==> src/sfoc_cfg.svh <==
/*
  Constants of the sync filter and output control block: register indices,
  reset values, field positions and timing counts.
  Assumes inclusion by bare name from the top module and the checker only.
*/
`ifndef SFOC_CFG_SVH
`define SFOC_CFG_SVH

// ----------------------------------------------------------------------
// Register indices (byte address is four times the index)
// ----------------------------------------------------------------------
`define SFOC_IDX_WINDOW 8'h20
`define SFOC_IDX_FILT 8'h21
`define SFOC_IDX_VWIDTH 8'h22
`define SFOC_IDX_HWIDTH 8'h23
`define SFOC_IDX_POL 8'h24
`define SFOC_IDX_SRC 8'h30
`define SFOC_IDX_STAT 8'h31

// ----------------------------------------------------------------------
// Reset values
// ----------------------------------------------------------------------
`define SFOC_RST_WINDOW 8'h0A
`define SFOC_RST_FILT 8'h80
`define SFOC_RST_VWIDTH 8'h04
`define SFOC_RST_HWIDTH 8'h20
`define SFOC_RST_POL 8'hFE
`define SFOC_RST_SRC 8'h00

// ----------------------------------------------------------------------
// Field positions
// ----------------------------------------------------------------------
`define SFOC_B_PROC_FILT 7
`define SFOC_B_PLL_FILT 6
`define SFOC_B_VFILT_EN 5
`define SFOC_B_VDUR_EN 4
`define SFOC_B_MEAS_MODE 3
`define SFOC_B_MEAS_LEN 2
`define SFOC_B_HS_POL 7
`define SFOC_B_VS_POL 6
`define SFOC_B_DISP_EN_POL 5
`define SFOC_B_FLD_POL 4
`define SFOC_B_CSYNC_POL 3
`define SFOC_B_SRC_GREEN 0

// ----------------------------------------------------------------------
// Timing counts in pixel clocks or lines
// ----------------------------------------------------------------------
`define SFOC_VS_MIN_LINES 12'h040
`define SFOC_SEP_THRESH 12'h008
`define SFOC_DLY_SHORT 5'h0A
`define SFOC_DLY_LONG 5'h10
`define SFOC_MEAS_SPAN 5'h06

`endif

==> src/sfoc_pkg.sv <==
/*
  Types of the sync filter and output control block.
  Needs no other file; the constants header is not included here.
*/
package sfoc_pkg;

  // ----------------------------------------------------------------------
  // Sync inputs, all active high, synchronous to the pixel clock
  // ----------------------------------------------------------------------
  typedef struct packed {
    logic hsync_raw;
    logic sync_on_green_input;
    logic vsync_raw;
    logic disp_en_src;
    logic pll_fb;
    logic clamp;
    logic ref_tick;
  } sfoc_sync_in_t;

  // ----------------------------------------------------------------------
  // Formatted outputs; polarity applied to the first five only
  // ----------------------------------------------------------------------
  typedef struct packed {
    logic hsync;
    logic vsync;
    logic display_enable_out;
    logic field;
    logic composite_sync_out_pin;
    logic pll_ref;
    logic proc_hsync;
    logic auto_offset_measure;
  } sfoc_sync_out_t;

  // Vertical filter states, Gray coded along idle-arm-mid-pulse
  typedef enum logic [1:0] {
    SFOC_V_IDLE = 2'b00,
    SFOC_V_ARM = 2'b01,
    SFOC_V_MID = 2'b11,
    SFOC_V_PULSE = 2'b10
  } sfoc_vstate_t;

endpackage

==> src/sfoc_top.sv <==
/*
  Sync processing and output sync formatting on the pixel clock: sync source
  selection, horizontal sync window filter, vertical sync filter with field
  detection, programmable output widths, auto-offset timing and polarity.
  Assumes an APB master, inputs synchronous to sys_clk_i, and a one-cycle
  40 MHz reference tick supplied with the sync inputs.
*/
// Local design decision: the APB slave port.
`include "sfoc_cfg.svh"

module sfoc_top (
  input wire logic sys_clk_i,
  input wire logic reset_i,
  input wire logic psel_i,
  input wire logic penable_i,
  input wire logic pwrite_i,
  input wire logic [11:0] paddr_i,
  input wire logic [31:0] pwdata_i,
  output logic [31:0] prdata_o,
  output logic pready_o,
  output logic pslverr_o,
  input wire sfoc_pkg::sfoc_sync_in_t sync_i,
  output sfoc_pkg::sfoc_sync_out_t sync_o
);

  // Apply an active-high-when-set polarity bit
  function automatic logic pol(input logic lvl, input logic bitv);
    pol = bitv ? lvl : ~lvl;
  endfunction

  logic [7:0] win_q, filt_q, vwid_q, hwid_q, pol_q, src_q;
  logic [11:0] lpf_q;
  logic field_q;
  logic lock_q;

  // ----------------------------------------------------------------------
  // APB slave
  // ----------------------------------------------------------------------
  logic setup;
  logic [7:0] idx;
  logic mapped;
  logic [31:0] rdata;
  assign setup = psel_i & ~penable_i;
  assign idx = paddr_i[9:2];

  // Read decode; reserved bits read as zero
  always_comb begin
    mapped = (paddr_i[11:10] == 2'h0) && (paddr_i[1:0] == 2'h0);
    rdata = 32'h0000_0000;
    case (idx)
      `SFOC_IDX_WINDOW: rdata[7:0] = win_q;
      `SFOC_IDX_FILT: rdata[7:0] = filt_q;
      `SFOC_IDX_VWIDTH: rdata[7:0] = vwid_q;
      `SFOC_IDX_HWIDTH: rdata[7:0] = hwid_q;
      `SFOC_IDX_POL: rdata[7:0] = pol_q;
      `SFOC_IDX_SRC: rdata[7:0] = src_q;
      `SFOC_IDX_STAT: rdata[13:0] = {lock_q, field_q, lpf_q};
      default: mapped = 1'b0;
    endcase
  end

  // Answer in the first access cycle; pready high for that cycle only
  always_ff @(posedge sys_clk_i or posedge reset_i) begin
    if (reset_i) begin
      pready_o <= 1'b0;
      pslverr_o <= 1'b0;
      prdata_o <= 32'h0000_0000;
    end else begin
      pready_o <= setup;
      pslverr_o <= setup & ~mapped;
      if (setup) begin
        prdata_o <= (mapped && !pwrite_i) ? rdata : 32'h0000_0000;
      end
    end
  end

  // Writes take effect at the edge that completes the access
  always_ff @(posedge sys_clk_i or posedge reset_i) begin
    if (reset_i) begin
      win_q <= `SFOC_RST_WINDOW;
      filt_q <= `SFOC_RST_FILT;
      vwid_q <= `SFOC_RST_VWIDTH;
      hwid_q <= `SFOC_RST_HWIDTH;
      pol_q <= `SFOC_RST_POL;
      src_q <= `SFOC_RST_SRC;
    end else if (psel_i && penable_i && pready_o && pwrite_i && !pslverr_o) begin
      case (idx)
        `SFOC_IDX_WINDOW: win_q <= pwdata_i[7:0];
        `SFOC_IDX_FILT: filt_q <= pwdata_i[7:0];
        `SFOC_IDX_VWIDTH: vwid_q <= pwdata_i[7:0];
        `SFOC_IDX_HWIDTH: hwid_q <= pwdata_i[7:0];
        `SFOC_IDX_POL: pol_q <= pwdata_i[7:0];
        `SFOC_IDX_SRC: src_q <= pwdata_i[7:0];
        default: ;
      endcase
    end
  end

  // ----------------------------------------------------------------------
  // Horizontal sync window filter
  // ----------------------------------------------------------------------
  logic raw_hs, raw_hs_q, raw_rise;
  logic [11:0] rcnt_q, per_q;
  logic acc_q;
  logic [12:0] lo_b, hi_b;
  assign raw_hs = src_q[`SFOC_B_SRC_GREEN] ? sync_i.sync_on_green_input : sync_i.hsync_raw;
  assign raw_rise = raw_hs & ~raw_hs_q;
  assign lo_b = {1'b0, per_q} - {5'h00, win_q};
  assign hi_b = {1'b0, per_q} + {5'h00, win_q};

  // Learn the period in reference ticks, gate edges outside the window
  always_ff @(posedge sys_clk_i or posedge reset_i) begin
    if (reset_i) begin
      raw_hs_q <= 1'b0;
      rcnt_q <= 12'h000;
      per_q <= 12'h000;
      lock_q <= 1'b0;
      acc_q <= 1'b0;
    end else begin
      raw_hs_q <= raw_hs;
      if (sync_i.ref_tick && rcnt_q != 12'hFFF) begin
        rcnt_q <= rcnt_q + 12'h001;
      end
      if (raw_rise) begin
        if (!lock_q || ({1'b0, rcnt_q} >= lo_b && {1'b0, rcnt_q} <= hi_b)) begin
          acc_q <= 1'b1;
          per_q <= rcnt_q;
          rcnt_q <= 12'h000;
          lock_q <= 1'b1;
        end
      end else if (!raw_hs) begin
        acc_q <= 1'b0;
      end
      // Too long without an accepted edge: relearn from the next one
      if (lock_q && {1'b0, rcnt_q} > hi_b) begin
        lock_q <= 1'b0;
      end
    end
  end

  // Filtered sync also serves as the regenerated sync (no coasting here)
  logic filt_hs, proc_hs, proc_hs_q, hs_edge;
  assign filt_hs = raw_hs & (acc_q | (raw_rise & ~lock_q));
  assign proc_hs = filt_q[`SFOC_B_PROC_FILT] ? filt_hs : raw_hs;
  assign hs_edge = proc_hs & ~proc_hs_q;

  // ----------------------------------------------------------------------
  // Line timing and quadrant decode
  // ----------------------------------------------------------------------
  logic [11:0] pcnt_q, llen_q, pos;
  logic [13:0] pos4, len1, len3;
  logic quad_mid;

  always_ff @(posedge sys_clk_i or posedge reset_i) begin
    if (reset_i) begin
      proc_hs_q <= 1'b0;
      pcnt_q <= 12'h000;
      llen_q <= 12'h000;
    end else begin
      proc_hs_q <= proc_hs;
      if (hs_edge) begin
        llen_q <= pcnt_q + 12'h001;
        pcnt_q <= 12'h000;
      end else if (pcnt_q != 12'hFFF) begin
        pcnt_q <= pcnt_q + 12'h001;
      end
    end
  end

  // Quadrant one opens at sync edge plus separator threshold
  always_comb begin
    pos = pcnt_q - `SFOC_SEP_THRESH;
    if (pcnt_q < `SFOC_SEP_THRESH) begin
      pos = pcnt_q + llen_q - `SFOC_SEP_THRESH;
    end
    pos4 = {pos, 2'b00};
    len1 = {2'b00, llen_q};
    len3 = {1'b0, llen_q, 1'b0} + {2'b00, llen_q};
    quad_mid = (pos4 >= len1) && (pos4 < len3);
  end

  // ----------------------------------------------------------------------
  // Vertical sync filter and duration
  // ----------------------------------------------------------------------
  sfoc_pkg::sfoc_vstate_t vst_q;
  logic vs_raw_q, vs_rise, vs_fall, vfield_q, vs_reg_q;
  logic [11:0] lines_q;
  logic [7:0] vdur_q;
  logic mid_hit;
  assign vs_rise = sync_i.vsync_raw & ~vs_raw_q;
  assign vs_fall = ~sync_i.vsync_raw & vs_raw_q;
  assign mid_hit = (pcnt_q == {1'b0, llen_q[11:1]});

  // Start the regenerated pulse at the next line edge, or mid-line for the mid-quadrant field, and time its width
  always_ff @(posedge sys_clk_i or posedge reset_i) begin
    if (reset_i) begin
      vst_q <= sfoc_pkg::SFOC_V_IDLE;
      vs_raw_q <= 1'b0;
      vfield_q <= 1'b0;
      vs_reg_q <= 1'b0;
      lines_q <= 12'h000;
      vdur_q <= 8'h00;
    end else begin
      vs_raw_q <= sync_i.vsync_raw;
      if (hs_edge && lines_q != 12'hFFF) begin
        lines_q <= lines_q + 12'h001;
      end
      case (vst_q)
        sfoc_pkg::SFOC_V_IDLE: begin
          if (vs_rise && lines_q >= `SFOC_VS_MIN_LINES) begin
            vfield_q <= quad_mid;
            vst_q <= sfoc_pkg::SFOC_V_ARM;
          end
        end
        sfoc_pkg::SFOC_V_ARM: begin
          if (hs_edge) begin
            lines_q <= 12'h000;
            if (vfield_q) begin
              vst_q <= sfoc_pkg::SFOC_V_MID;
            end else begin
              vs_reg_q <= 1'b1;
              vdur_q <= 8'h00;
              vst_q <= sfoc_pkg::SFOC_V_PULSE;
            end
          end
        end
        sfoc_pkg::SFOC_V_MID: begin
          if (mid_hit) begin
            vs_reg_q <= 1'b1;
            vdur_q <= 8'h00;
            vst_q <= sfoc_pkg::SFOC_V_PULSE;
          end
        end
        sfoc_pkg::SFOC_V_PULSE: begin
          if (filt_q[`SFOC_B_VDUR_EN]) begin
            if (hs_edge) begin
              vdur_q <= vdur_q + 8'h01;
            end
            if ((hs_edge && vdur_q + 8'h01 >= vwid_q) || vwid_q == 8'h00) begin
              vs_reg_q <= 1'b0;
              vst_q <= sfoc_pkg::SFOC_V_IDLE;
            end
          end else if (!sync_i.vsync_raw) begin
            vs_reg_q <= 1'b0;
            vst_q <= sfoc_pkg::SFOC_V_IDLE;
          end
        end
        default: vst_q <= sfoc_pkg::SFOC_V_IDLE;
      endcase
    end
  end

  // Lines-per-frame snapshot and field, taken at the line edge after an accepted vertical edge
  always_ff @(posedge sys_clk_i or posedge reset_i) begin
    if (reset_i) begin
      lpf_q <= 12'h000;
      field_q <= 1'b0;
    end else if (vst_q == sfoc_pkg::SFOC_V_ARM && hs_edge) begin
      lpf_q <= lines_q;
      field_q <= vfield_q;
    end else if (!filt_q[`SFOC_B_VFILT_EN] && vs_fall) begin
      field_q <= 1'b0;
    end
  end

  logic vs_int;
  assign vs_int = filt_q[`SFOC_B_VFILT_EN] ? vs_reg_q : sync_i.vsync_raw;

  // ----------------------------------------------------------------------
  // Horizontal output pulse
  // ----------------------------------------------------------------------
  logic fb_q, hs_out_q;
  logic [7:0] hcnt_q;

  // Starts on the feedback clock edge, ends after the programmed count
  always_ff @(posedge sys_clk_i or posedge reset_i) begin
    if (reset_i) begin
      fb_q <= 1'b0;
      hs_out_q <= 1'b0;
      hcnt_q <= 8'h00;
    end else begin
      fb_q <= sync_i.pll_fb;
      if (sync_i.pll_fb && !fb_q && hwid_q != 8'h00) begin
        hs_out_q <= 1'b1;
        hcnt_q <= 8'h01;
      end else if (hs_out_q) begin
        if (hcnt_q >= hwid_q) begin
          hs_out_q <= 1'b0;
        end else begin
          hcnt_q <= hcnt_q + 8'h01;
        end
      end
    end
  end

  // ----------------------------------------------------------------------
  // Auto-offset measurement timing
  // ----------------------------------------------------------------------
  logic clamp_q, meas_wait_q, meas_on_q;
  logic [4:0] meas_cnt_q;
  logic [4:0] meas_delay;
  assign meas_delay = filt_q[`SFOC_B_MEAS_LEN] ? `SFOC_DLY_LONG : `SFOC_DLY_SHORT;

  // A new clamp restarts the window; overlapping windows are not queued
  always_ff @(posedge sys_clk_i or posedge reset_i) begin
    if (reset_i) begin
      clamp_q <= 1'b0;
      meas_wait_q <= 1'b0;
      meas_on_q <= 1'b0;
      meas_cnt_q <= 5'h00;
    end else begin
      clamp_q <= sync_i.clamp;
      if (!filt_q[`SFOC_B_MEAS_MODE] && sync_i.clamp && !clamp_q) begin
        meas_on_q <= 1'b1;
        meas_wait_q <= 1'b0;
        meas_cnt_q <= 5'h01;
      end else if (filt_q[`SFOC_B_MEAS_MODE] && !sync_i.clamp && clamp_q) begin
        meas_wait_q <= 1'b1;
        meas_on_q <= 1'b0;
        meas_cnt_q <= 5'h01;
      end else if (meas_wait_q) begin
        if (meas_cnt_q >= meas_delay) begin
          meas_wait_q <= 1'b0;
          meas_on_q <= 1'b1;
          meas_cnt_q <= 5'h01;
        end else begin
          meas_cnt_q <= meas_cnt_q + 5'h01;
        end
      end else if (meas_on_q) begin
        if (meas_cnt_q >= `SFOC_MEAS_SPAN) begin
          meas_on_q <= 1'b0;
        end else begin
          meas_cnt_q <= meas_cnt_q + 5'h01;
        end
      end
    end
  end

  // ----------------------------------------------------------------------
  // Output formatting, every output from a flip-flop
  // ----------------------------------------------------------------------
  always_ff @(posedge sys_clk_i or posedge reset_i) begin
    if (reset_i) begin
      sync_o <= '0;
    end else begin
      sync_o.hsync <= pol(hs_out_q, pol_q[`SFOC_B_HS_POL]);
      sync_o.vsync <= pol(vs_int, pol_q[`SFOC_B_VS_POL]);
      sync_o.display_enable_out <= pol(sync_i.disp_en_src, pol_q[`SFOC_B_DISP_EN_POL]);
      sync_o.field <= field_q ^ pol_q[`SFOC_B_FLD_POL];
      sync_o.composite_sync_out_pin <= pol(raw_hs, pol_q[`SFOC_B_CSYNC_POL]);
      sync_o.pll_ref <= filt_q[`SFOC_B_PLL_FILT] ? filt_hs : raw_hs;
      sync_o.proc_hsync <= proc_hs;
      sync_o.auto_offset_measure <= meas_on_q;
    end
  end

endmodule // sfoc_top

==> config.mk <==
export PLATFORM = sky130hd
export DESIGN_NAME = sfoc_top
export DESIGN_NICKNAME = d
export VERILOG_FILES = /design/src/sfoc_pkg.sv /design/src/sfoc_top.sv
export VERILOG_INCLUDE_DIRS = /design/src
export SDC_FILE = /design/constraint.sdc
export NUM_CORES = 1
export LEC_CHECK = 0
export BUFFER_PORTS_ARGS = -buffer_cell sky130_fd_sc_hd__buf_2
export CORE_ASPECT_RATIO = 1.75
export CORE_UTILIZATION = 50
export DETAILED_ROUTE_END_ITERATION = 8
export HOLD_SLACK_MARGIN = 0.08
export PLACE_DENSITY = 0.71
export SLEW_MARGIN = 20
export SYNTH_ARGS = -nofsm -noshare
export SYNTH_HDL_FRONTEND = slang
export SYNTH_SLANG_ARGS = --single-unit
==> constraint.sdc <==
create_clock -name sys_clk_i -period 5.7 [get_ports sys_clk_i]
set_input_delay 0.855 -clock sys_clk_i [delete_from_list [all_inputs] [get_ports sys_clk_i]]
set_output_delay 0.855 -clock sys_clk_i [all_outputs]
set_load 0.005 [all_outputs]
**Word-level counts from Yosys, hierarchy flattened**

Cells that the tools add are included.

- Add/sub/neg operators: 12
- Order comparisons: 11
- Equal/unequal tests: 27
- Mux-type cells: 72
- Bitwise gates (word level): 21
- Reduce and logical (&&, ||, !) cells: 59

Operators by type and width:

| cell | number |
|---|---|
| 12-bit 2-to-1 mux | 9 |
| 8-bit 2-to-1 mux | 8 |
| 8-bit by 6-bit equality test with 1-bit output (second input constant) | 7 |
| 8-bit one-hot mux with 7 select lines | 1 |
| 12-bit by 1-bit adder with 12-bit output (second input constant) | 3 |
| 1-bit 2-to-1 mux | 36 |
| 12-bit != test (second input constant) | 3 |
| 5-bit 2-to-1 mux | 7 |
| 8-bit one-hot mux with 3 select lines | 1 |
| 2-bit AND reduction | 12 |
| 12-bit by 4-bit subtractor with 12-bit output (second input constant) | 2 |
| 1-bit logical AND | 21 |
| 8-bit by 1-bit adder with 8-bit output (second input constant) | 2 |
| 8-bit >= comparator | 2 |
| 13-bit by 12-bit adder with 14-bit output | 1 |
| 14-bit by 12-bit >= comparator with 1-bit output | 1 |
| 14-bit < comparator | 1 |
| 14-bit 2-to-1 mux | 1 |
| 2-bit != test (second input constant) | 7 |
| 12-bit by 8-bit adder with 13-bit output | 1 |
| 12-bit by 13-bit >= comparator with 1-bit output | 1 |
| 12-bit by 13-bit greater-than comparator with 1-bit output | 1 |
| 12-bit by 13-bit <= comparator with 1-bit output | 1 |
| 12-bit by 8-bit subtractor with 13-bit output | 1 |
| other kinds (32) | 72 |

- Register bits after elaboration: 197
- Input port bits: 56
- Output and inout port bits: 42
- Word-level logic and storage cells: 241

**Longest topological paths before layout**

Gate-level depths: netlist of the first run.

- Depth in word-level cells: 12
- Depth in mapped cells: 20
- Gate-level depth less buffers: 17

**Worst setup path before layout of the first run**

No wires, ideal clock.

- Kind: reg-to-reg
- Start: reg win_q[0]
- End: reg per_q[1]
- Setup time: 125 ps
- Arrival: 3660 ps
- Required time: 5575 ps
- Slack: 1914 ps
- Cell stages (with the launch flop): 20
- Buffers on the path: 2
- Period minus slack after synthesis: 3786 ps
- Cell sequence: dfrtp_1 -> ha_1 -> inv_1 -> fa_1 -> nor2_2 -> o311a_1 -> or4_4 -> a21oi_4 -> nor2_1 -> xnor2_1 -> ha_1 -> a21o_1 -> a21oi_1 -> and2_0 -> a221oi_1 -> o21ai_2 -> a31o_1 -> buf_6 -> buf_8 -> mux2_4

- Longest elaborated chain between the ends: 5
- Elaborated cells between the ends (all ways): 7
- Classes of those cells: add/sub (2); order compare (2); reduce/logical (3)

Ends and longest elaborated chain:

| item | line | source |
|---|---|---|
| start, declared | sfoc_top.sv:31 | `logic [7:0] win_q, filt_q, vwid_q, hwid_q, pol_q, src_q;` |
| start signal, assigned | sfoc_top.sv:80 | `` win_q <= `SFOC_RST_WINDOW; `` |
| start signal, assigned | sfoc_top.sv:88 | `` `SFOC_IDX_WINDOW: win_q <= pwdata_i[7:0]; `` |
| 12-bit by 8-bit subtractor with 13-bit output / 12-bit by 8-bit adder with 13-bit output (equally long branches) | sfoc_top.sv:108, sfoc_top.sv:109 |  |
| 12-bit by 13-bit >= comparator with 1-bit output / 12-bit by 13-bit <= comparator with 1-bit output (equally long branches) | sfoc_top.sv:125 | `if (!lock_q \|\| ({1'b0, rcnt_q} >= lo_b && {1'b0, rcnt_q} <= hi_b)) begin` |
| 1-bit logical AND (*) | sfoc_top.sv:125 |  |
| 1-bit logical OR (*) | sfoc_top.sv:125 |  |
| 2-bit AND reduction (no line) (*) | -- |  |
| end signal, assigned | sfoc_top.sv:127 | `per_q <= rcnt_q;` |
| end, declared | sfoc_top.sv:103 | `logic [11:0] rcnt_q, per_q;` |

Mark *: on every way between the ends. The rest lies on a longest branch, timed or not.
A chain may end at the register's enable or synchronous reset.

**Worst setup path after layout of the first run**

- Start: reg win_q[0]
- End: reg per_q[3]

Same word-level chain as after synthesis.

==> impl_metrics.yaml, run 1 <==
outcome:
  status: "finished clean"
die:
  fp-row-count: 74
  die_w_microns: 118
  core_sq_um: 23300
  fp.dieH_microns: 206
  die_area_sq_um: 24300
  start_util_pct: 50.8
  pin_count: 98
routing:
  drc: 0
  wire_per_inst_microns: 17.7
  wl_microns: 29000
  drt-initial-drc-count: 456
  vias_per_cell: 5.72
  dr.pass1.iters: 5
  vias: 9390
  postRouteAntennaNets: 0
clock_tree:
  cts_buffers: 17
  cts_tree: "built"
  path_clk_slew_ps: 70
  post_cts_resized: 0
  h-tree-depth: 4
  cts_buffer_depth: 2
  clock-root-buffer: "clkbuf_16"
  cts_setup_buffers: 0
  clkLatencyLatePin_ps: 450
  cts_hold_buf: 0
  cts.sinks: 179
layout:
  drive_above_1_share_pct: 11.6
  diodes: 0
  area_delta_synth_final_pct: 9.13
  fin_nets: 1507
  fin_area_sq_um: 12900
  final_util_pct: 55.4
run:
  drv_cap: 0
synth:
  synth_top_family_by_area: "simple AND/OR/NAND/NOR gates"
  synth.cell_area_sq_um: 11800
  synth_edf_count: 0
  netlist.area_leader.share_pct: 35.3
  avgSynthCellArea_sq_um: 9.25
  yosys_most_used_dff: "dfrtp_1"
  yosysWarnings: 0
  async_reset_ff_share_pct: 100
  ys_ff_latch: 179
  netlist_instances: 1280
  synth_area_leaders: "dfrtp_1 35%, ha_1 13%, nand2_1 4.7%, xnor2_1 4.1%, o21ai_0 3.7%"
  synthSimpleGateAreaFrac_pct: 15.3
  ys_types: 71
  netlist.top_cell.by_area: "dfrtp_1"
  synth_xor_area_share_pct: 7.47
  seq_area_frac_synth_pct: 37.9
  synthAdderAreaFrac_pct: 13.7
  synth_compound_area_share_pct: 14.7
  synth.area.mux_share_pct: 5.46
timing:
  timing.final.crit_share_pct: 80.8
  fin_tns_setup_ps: 0
  clock.fmax_ghz: 0.217
  post-route-min-period_ps: 4610
  worst_slack_ps: 1090
  final-setup-viol-count: 0
  drv_slew: 0
  hold_violations: 0
  worstMarginPinSlew_ps: 1070
  maxSlewHeadroom_pct: 28.4
  hold_ws_ps: 416
  rsz0062_at_grt: "no"
  finalClockSkew_ps: 9.97
grt:
  grt.met3_usage_pct: 3.80
  grt_busiest_layer: "met2"
  grt_max_degree: 100
  grt_use_met2_pct: 49.6
  grt_pass1_wl_microns: 47100
  grt_overflow_total: 0
  grtUsageMet1_pct: 23.1
  grt_pass1_vias: 9574
  grtUsageTotal_pct: 24.9
  antenna_found_initial: 0
worst_setup_path:
  max_stage_delay_ps: 840
  path_cells: "ha_1, inv_1, fa_1, nor2_2, o311a_1, or4_4, a21oi_4, nor2_1, xnor2_1, ha_1, a21o_1, a21oi_1, and2_0, a221oi_1, o21ai_2, a31o_1, mux2_2"
  crit_slowest_cell: "a31o_1"
  cp_common_cell: "ha_1"
  crit_fanout: 20
  cp.required_ps: 6020
  end_kind: "flip-flop"
  cp_top_family: "compound AO/OA/AOI/OAI gates"
  path_class: "reg2reg"
  crit_arrival_ps: 4930
  start_kind: "flip-flop"
  path_buf_inv: 1
power_and_ir_drop:
  powerDensity_nw_per_um2: 367
  peakVddDrop_uv: 305
  leakage_nw: 6.41
place:
  hpwl_microns: 22500
  place_ws_ps: 1100
  portBuffers: 55
  placed_cell_area_sq_um: 12300
  gp_congestion: 0.942
worst_hold_path:
  min_path_type: "reg2reg"
[logic make-up after synthesis]
kind of cell    after synthesis
other cells                   1
buf+inv                     145
fa+ha+maj                   127
flops                       179
compound gates              275
mux                          59
xor+xnor                    101
simple gates                393
[worst paths after layout]
| check | from | slack [ps] | cells past startpoint | endpoint |
|---|---|---|---|---|
| worst min-delay path | meas_on_q$_DFFE_PP0P_ | 420 | 0 | sync_o[0]$_DFF_PP0_ |
| worst min register to register | meas_on_q$_DFFE_PP0P_ | 420 | 0 | sync_o[0]$_DFF_PP0_ |
| worst max register to register | win_q[0]$_DFFE_PP0P_ | 1090 | 17 | per_q[3]$_DFFE_PP0P_ |
| min in group asynchronous | reset_i | 570 | 2 | lpf_q[11]$_DFFE_PP0P_ |
| max in group asynchronous | reset_i | 4000 | 3 | pol_q[7]$_DFFE_PP1P_ |
| worst max-delay path | win_q[0]$_DFFE_PP0P_ | 1090 | 17 | per_q[3]$_DFFE_PP0P_ |
[stage by stage]
step / std cells / total power (W)
2_1_floorplan: 1297 / 0.00302
5_1_grt: 1641 / 0.00509
3_3_place_gp: 1609 / 0.00347
3_5_place_dp: 1609 / 0.00355
6_report: 1641 / 0.00474
4_1_cts: 1641 / 0.00476
[cells in the final DEF (no fill, tap or decap), types with 6 or more instances in the layout]
cell,count
a21o_1,21
a21oi_1,71
a22o_1,20
a22oi_1,8
a31oi_1,8
and3_1,9
buf_2,55
buf_4,7
clkbuf_16,17
conb_1,18
dfrtp_1,167
dfstp_2,12
ha_1,123
inv_1,90
mux2_2,37
mux2i_1,20
nand2_1,148
nand2b_1,13
nand3_1,31
nand4_1,21
nor2_1,101
nor2b_1,10
nor3_1,16
nor4_1,13
o211ai_1,6
o21ai_0,87
or3_1,8
xnor2_1,56
xor2_1,45
[flip-flops by register name, summed over array words and instances (netlist names), 12 cells and up, named ones only]
register,count
pcnt_q,12
prdata_o,14
per_q,12
rcnt_q,12
llen_q,12
lpf_q,12
[metal layers]
layer,vias to the layer above,share of wire [%]
met5,-,0
met4,0,5.5
met3,81,2.8
met2,184,57
met1,4589,35
li1,4536,-
[synth_stat cells (all sizes together), types with 4 or more instances]
library cell and instances:
or4 4, clkbuf 30, and3 9, dfrtp 167, a21o 21, nand4 21, o211ai 6, buf 24
a31oi 8, nand3 31, ha 123, a21oi 72, nor2 102, nand2b 13, a31o 5, inv 91
nor2b 10, a22o 20, mux2 39, mux2i 20, a211oi 6, a22oi 8, dfstp 12, nor3 16
and2 6, nor4 14, or3 8, nand2 148, fa 4, xnor2 56, o31ai 5, xor2 45
o21ai 88
[power by group]
group	internal [W]	total [W]	switching, W
logic	0.000846	0.00199	0.00114
clock network	0.000680	0.00120	0.000522
registers	0.00139	0.00156	0.000170
total	0.00291	0.00474	0.00183
[final cells by class]
class                      instances  area [sq um]
timing repair buffer              62           328
sequential                       179          4490
clock inverter                    11           140
inverter                          91           347
fill                            2120         10400
tap                              304           380
clock buffer                      21           460
multi-input combinational        973          6780
No activity file was read; power rests on OpenSTA's default activity.
==> run 2, diff against run 1 <==
==> constraint.sdc (replaced) <==
create_clock -name sys_clk_i -period 3.8 [get_ports sys_clk_i]
set_input_delay 0.57 -clock sys_clk_i [delete_from_list [all_inputs] [get_ports sys_clk_i]]
set_output_delay 0.57 -clock sys_clk_i [all_outputs]
set_load 0.005 [all_outputs]
==> impl_metrics.yaml, run 2 (synthesis gave the netlist of run 1 again) <==
layout:
  finalNonFillerCells: 1720
  largest_register_ffs: 14
  fin_nets: 1586
  diodes: 0
  area_delta_synth_final_pct: 16.4
  nFillCells: 2065
  final_util_pct: 59.1
  largest-register: "prdata_o"
  drive_above_1_share_pct: 19.3
  layout_commonest_cell: "dfrtp_1"
  most-common-layout-cells: "167 x dfrtp_1, 148 x nand2_1, 120 x ha_1"
worst_setup_path:
  start_kind: "flip-flop"
  r2r_end: "per_q[2]$_DFFE_PP0P_"
  path_class: "reg2reg"
  r2r-start: "win_q[0]$_DFFE_PP0P_"
  critical_path_depth: 18
  end_kind: "flip-flop"
  rrSetupSlack_ps: -150
  crit_slowest_cell: "or4_4"
  cp_top_family: "compound AO/OA/AOI/OAI gates"
  crit_fanout: 7
  cp.required_ps: 4130
  critPathLaunch: "win_q[0]$_DFFE_PP0P_"
  setup.worst_path.end: "per_q[2]$_DFFE_PP0P_"
  path_buf_inv: 2
  path_cells: "ha_2, inv_2, fa_2, nor2_4, o311a_1, or4_4, a21oi_4, nor2_2, xnor2_1, ha_1, a21o_1, a21oi_2, and2_1, a221oi_2, o21ai_2, a31o_4, buf_12, mux2_4"
  crit_arrival_ps: 4290
  max_stage_delay_ps: 450
  r2r_cells: 18
timing:
  clock.fmax_ghz: 0.253
  fin_tns_setup_ps: -1220
  worst_slack_ps: -151
  maxSlewHeadroom_pct: 35.1
  post-route-min-period_ps: 3950
  drv_slew: 0
  rsz0062_at_grt: "yes"
  worstMarginPinSlew_ps: 960
  hold_violations: 0
  timing.final.crit_share_pct: 104
  final-setup-viol-count: 17
  finalClockSkew_ps: 9.33
routing:
  drc: 0
  vias: 9771
  dr.pass1.iters: 5
  wl_microns: 30400
  postRouteAntennaNets: 0
  wire_per_inst_microns: 17.7
  drt-initial-drc-count: 418
  vias_per_cell: 5.68
place:
  place_ws_ps: -267
  portBuffers: 55
  hpwl_microns: 23700
  post-place-cells: 1680
  gp_congestion: 0.935
clock_tree:
  cts.sinks: 179
  h-tree-depth: 4
  cts_buffers: 17
  cts_tree: "built"
  path_clk_slew_ps: 70
  clock-root-buffer: "clkbuf_16"
  clkLatencyLatePin_ps: 450
  cts_buffer_depth: 2
outcome:
  violations: "negative setup slack"
  status: "finished, violations left"
die:
  fp-row-count: 74
  die_w_microns: 118
  core_sq_um: 23300
  start_util_pct: 50.8
  pin_count: 98
  fp.dieH_microns: 206
  die_area_sq_um: 24300
grt:
  grt_use_met2_pct: 52.2
  grtUsageMet1_pct: 23.8
  grt_busiest_layer: "met2"
  grt_pass1_vias: 10200
  grt_overflow_total: 0
  grt_pass1_wl_microns: 49100
  grt_max_degree: 80
  antenna_found_initial: 0
  grtUsageTotal_pct: 26.2
  grt.met3_usage_pct: 3.24
power_and_ir_drop:
  leakage_nw: 6.81
  peakVddDrop_uv: 515
  powerDensity_nw_per_um2: 563
worst_hold_path:
  min_path_type: "in2async"
run:
  drv_cap: 0
## run 2: layer usage
layer | up-vias | share of wire, % | wire, microns
li1 | 4695 | - | -
met1 | 4786 | 34 | 10400
met2 | 189 | 56 | 17100
met3 | 101 | 2.4 | 724
met4 | 0 | 7.0 | 2130
met5 | - | 0 | 0
## run 2: what timing repair did
action / 4_1_cts / 5_1_grt
resized for setup: 20 / 41
pin swaps: 8 / 18
cloned: 1 / 0
setup buffers: 4 / 4
endpoints found under the hold margin: 0 / 0
endpoints found under the setup margin: 20 / 26
hold buffers: 0 / 0
## run 2: worst min path at each step
stage                                 endpoint  slack [ps]  cells past startpoint
after floorplan            sync_o[0]$_DFF_PP0_         370                      0
after global placement     sync_o[0]$_DFF_PP0_         410                      0
after detailed placement   sync_o[0]$_DFF_PP0_         400                      0
after CTS                 vfield_q$_DFFE_PP0P_         240                      2
after global routing            fb_q$_DFF_PP0_         250                      1
final                     vfield_q$_DFFE_PP0P_         220                      2
## run 2: layout make-up
cell class                      count  area (sq um)  share of cell area [%]
Tap cell                          304           380                    2.76
Inverter                           91           345                    2.50
Sequential cell                   179          4490                    32.6
Multi-Input combinational cell    973          6970                    50.6
Clock buffer                       19           453                    3.28
Clock inverter                     13           135                   0.980
Timing Repair Buffer              141          1010                    7.31
## run 2: metrics by stage
| stage | hold slack [ps] | cell area (sq um) | power (W) |
|---|---|---|---|
| floorplan | 374 | 11900 | 0.00453 |
| global placement | 406 | 12900 | 0.00567 |
| detailed placement | 404 | 12900 | 0.00580 |
| CTS | 242 | 13600 | 0.00764 |
| global route | 246 | 13800 | 0.00835 |
| finish | 216 | 13800 | 0.00776 |
## run 2: power breakdown
part | switching [W] | total (W) | leakage [nW] | internal [W]
Sequential | 0.000198 | 0.00228 | 2.28 | 0.00208
Clock | 0.000843 | 0.00175 | 0.280 | 0.000908
Combinational | 0.00195 | 0.00373 | 4.25 | 0.00178
==> run 3, diff against run 2 <==
--- a/config.mk
+++ b/config.mk
@@ -6,8 +6,8 @@
 export SDC_FILE = /design/constraint.sdc
 export NUM_CORES = 1
 export LEC_CHECK = 0
+export ABC_AREA = 1
 export BUFFER_PORTS_ARGS = -buffer_cell sky130_fd_sc_hd__buf_2
-export CORE_ASPECT_RATIO = 1.75
 export CORE_UTILIZATION = 50
 export DETAILED_ROUTE_END_ITERATION = 8
 export HOLD_SLACK_MARGIN = 0.08
==> impl_metrics.yaml, run 3 <==
outcome:
  status: "finished clean"
clock_tree:
  clock-root-buffer: "clkbuf_16"
  cts_tree: "built"
  cts_buffers: 17
  path_clk_slew_ps: 70
  h-tree-depth: 4
  cts_buffer_depth: 2
  clkLatencyLatePin_ps: 440
  cts.sinks: 179
die:
  core_sq_um: 24500
  start_util_pct: 51.4
  fp-row-count: 57
  die_w_microns: 161
  fp.dieH_microns: 161
  pin_count: 98
  die_area_sq_um: 25800
layout:
  layout_commonest_cell: "nand2_1"
  multiInputGateArea_sq_um: 6990
  regArea_sq_um: 4490
  drive_above_1_share_pct: 8.68
  most-common-layout-cells: "410 x nand2_1, 226 x inv_1, 167 x dfrtp_1"
  largest_register_ffs: 14
  nFillCells: 2325
  diodes: 0
  area_delta_synth_final_pct: 9.85
  largest-register: "prdata_o"
  finalNonFillerCells: 2053
  fin_nets: 1900
synth:
  synthAdderAreaFrac_pct: 12.9
  avgSynthCellArea_sq_um: 7.57
  synth_top_family_by_area: "simple AND/OR/NAND/NOR gates"
  yosys_most_used_dff: "dfrtp_1"
  synth.area.mux_share_pct: 0.318
  yosys-top-cells-count: "410 x nand2_1, 227 x inv_1, 167 x dfrtp_1, 130 x nor2_1"
  seq_area_frac_synth_pct: 35.7
  netlist.area_leader.share_pct: 33.2
  netlist.top_cell.by_area: "dfrtp_1"
  synth_compound_area_share_pct: 10.9
  synth.cell_area_sq_um: 12600
  synth_edf_count: 0
  ys_types: 58
  yosysWarnings: 0
  synth_xor_area_share_pct: 5.29
  synthSimpleGateAreaFrac_pct: 25.4
  netlist_instances: 1662
  synth_area_leaders: "dfrtp_1 33%, ha_1 12%, nand2_1 12%, inv_1 6.8%, o21ai_0 4.9%"
  async_reset_ff_share_pct: 100
  ys_ff_latch: 179
  synth_most_common_cell: "nand2_1"
timing:
  worst_slack_ps: 252
  hold_ws_ps: 253
  worstMarginPinSlew_ps: 859
  clock.fmax_ghz: 0.282
  final-setup-viol-count: 0
  drv_slew: 0
  timing.final.crit_share_pct: 93.4
  finalClockSkew_ps: 12.9
  hold_violations: 0
  maxSlewHeadroom_pct: 42.3
  post-route-min-period_ps: 3550
worst_setup_path:
  r2r_cells: 17
  start_kind: "flip-flop"
  r2r-start: "win_q[1]$_DFFE_PP1P_"
  rrSetupSlack_ps: 250
  path_cells: "inv_1, fa_1, or2_1, o21ai_2, a21boi_1, o21ai_1, nand3_1, xor2_1, ha_1, nand3_1, nor4b_2, nor2_1, nand2_1, nand3_4, buf_6, nand3_1, nand2_1"
  crit_slowest_cell: "dfstp_2"
  max_stage_delay_ps: 580
  cp_common_cell: "nand3_1"
  crit_fanout: 13
  cp.required_ps: 4120
  r2r_end: "per_q[4]$_DFFE_PP0P_"
  path_class: "reg2reg"
  end_kind: "flip-flop"
  crit_arrival_ps: 3870
routing:
  postRouteAntennaNets: 0
  vias: 10800
  vias_per_cell: 5.27
  wl_microns: 29300
  drc: 0
  wire_per_inst_microns: 14.3
  dr.pass1.iters: 7
  drt-initial-drc-count: 686
place:
  hpwl_microns: 22300
  place_ws_ps: 47.0
  portBuffers: 55
  gp_congestion: 0.892
  post-place-cells: 2021
grt:
  grt_pass1_wl_microns: 48400
  antenna_found_initial: 0
  grt_max_degree: 111
  grtUsageTotal_pct: 23.3
  grt_overflow_total: 0
  grt_pass1_vias: 9982
worst_hold_path:
  hold_depth: 1
  min_path_type: "in2reg"
  holdPathEnd: "fb_q$_DFF_PP0_"
  min_from: "sync_i[2]"
power_and_ir_drop:
  total_power_w: 0.00811
  powerDensity_nw_per_um2: 587
  leakage_nw: 7.21
  peakVddDrop_uv: 362
run:
  drv_cap: 0
[run 3: cell types whose count changed in the layout (fill, tap and decap cells not counted), moves of 13 or more]
cell	delta
nand2_1	+262
inv_1	+137
nand3_1	+85
buf_4	-65
xnor2_1	-41
nor2_1	+39
mux2_2	-37
o21ai_0	+37
a22o_1	-20
a21o_1	-16
mux2i_1	-16
xor2_1	+16
nand2b_1	-13
[run 3: logic make-up (layout without fill, tap and decap cells)]
kind of cell | Yosys count | in the layout
and+or+nand+nor | 741 | 741
muxes | 4 | 4
buffers and inverters | 286 | 336
other | 1 | 18
xor gates and xnor gates | 76 | 76
AOI/OAI and AO/OA | 248 | 248
DFF | 179 | 179
adders and majority gates | 127 | 127
[run 3: area by class of cell]
| cell class | count | share of cell area [%] |
|---|---|---|
| Multi-Input combinational cell | 1214 | 50.6 |
| Timing Repair Buffer | 68 | 2.82 |
| Clock inverter | 12 | 1.39 |
| Sequential cell | 179 | 32.5 |
| Clock buffer | 19 | 3.28 |
| Inverter | 237 | 6.47 |
| Tap cell | 324 | 2.93 |
[run 3: per-stage QoR]
| step | TNS (ps) | util, % | instance area, sq um |
|---|---|---|---|
| 3_3_place_gp | 0 | 53.7 | 13100 |
| 5_1_grt | -3.04 | 56.5 | 13800 |
| 3_5_place_dp | 0 | 53.7 | 13100 |
| 6_report | 0 | 56.5 | 13800 |
| 4_1_cts | 0 | 56.4 | 13800 |
| 2_1_floorplan | 0 | - | 12600 |
[run 3: repair_timing]
item / CTS / global route
pin swaps: 0 / 4
setup buffers: 0 / 1
hold buffers: 0 / 0
setup endpoints to repair: 23 / 25
gates resized for setup: 3 / 6
[run 3: worst max path at each step]
stage	startpoint	endpoint	slack [ps]	depth (start not counted)
finish	win_q[1]$_DFFE_PP1P_	per_q[4]$_DFFE_PP0P_	250	17
global route	win_q[1]$_DFFE_PP1P_	per_q[6]$_DFFE_PP0P_	-2	17
CTS	win_q[1]$_DFFE_PP1P_	per_q[4]$_DFFE_PP0P_	50	17
detailed placement	win_q[1]$_DFFE_PP1P_	per_q[4]$_DFFE_PP0P_	50	17
global placement	win_q[1]$_DFFE_PP1P_	per_q[0]$_DFFE_PP0P_	140	17
floorplan	win_q[1]$_DFFE_PP1P_	per_q[5]$_DFFE_PP0P_	330	17
[run 3: where the power goes]
part	leakage, nW	total (W)	internal (W)	switching (W)
combinational	4.55	0.00370	0.00146	0.00224
clock	0.313	0.00194	0.00115	0.000794
sequential	2.35	0.00246	0.00217	0.000296
total	7.21	0.00811	0.00478	0.00333
[run 3: metal layers]
| layer | up-vias | share of wire, % | GRT usage (%) |
|---|---|---|---|
| met1 | 5124 | 47 | 32.3 |
| li1 | 5464 | - | - |
| met2 | 199 | 47 | 37.5 |
| met4 | 0 | 1.5 | 6.45 |
| met5 | - | 0 | 0 |
| met3 | 31 | 4.7 | 4.00 |
[run 3: critical path, delay by kind of cell (launching register included)]
family	cells	cell delay [ps]
AO/OA/AOI/OAI	3	490
XOR/XNOR	1	160
adder cells (fa/ha/maj)	2	730
buffers and inverters	2	280
flip-flops	1	580
AND/OR/NAND/NOR	9	1190
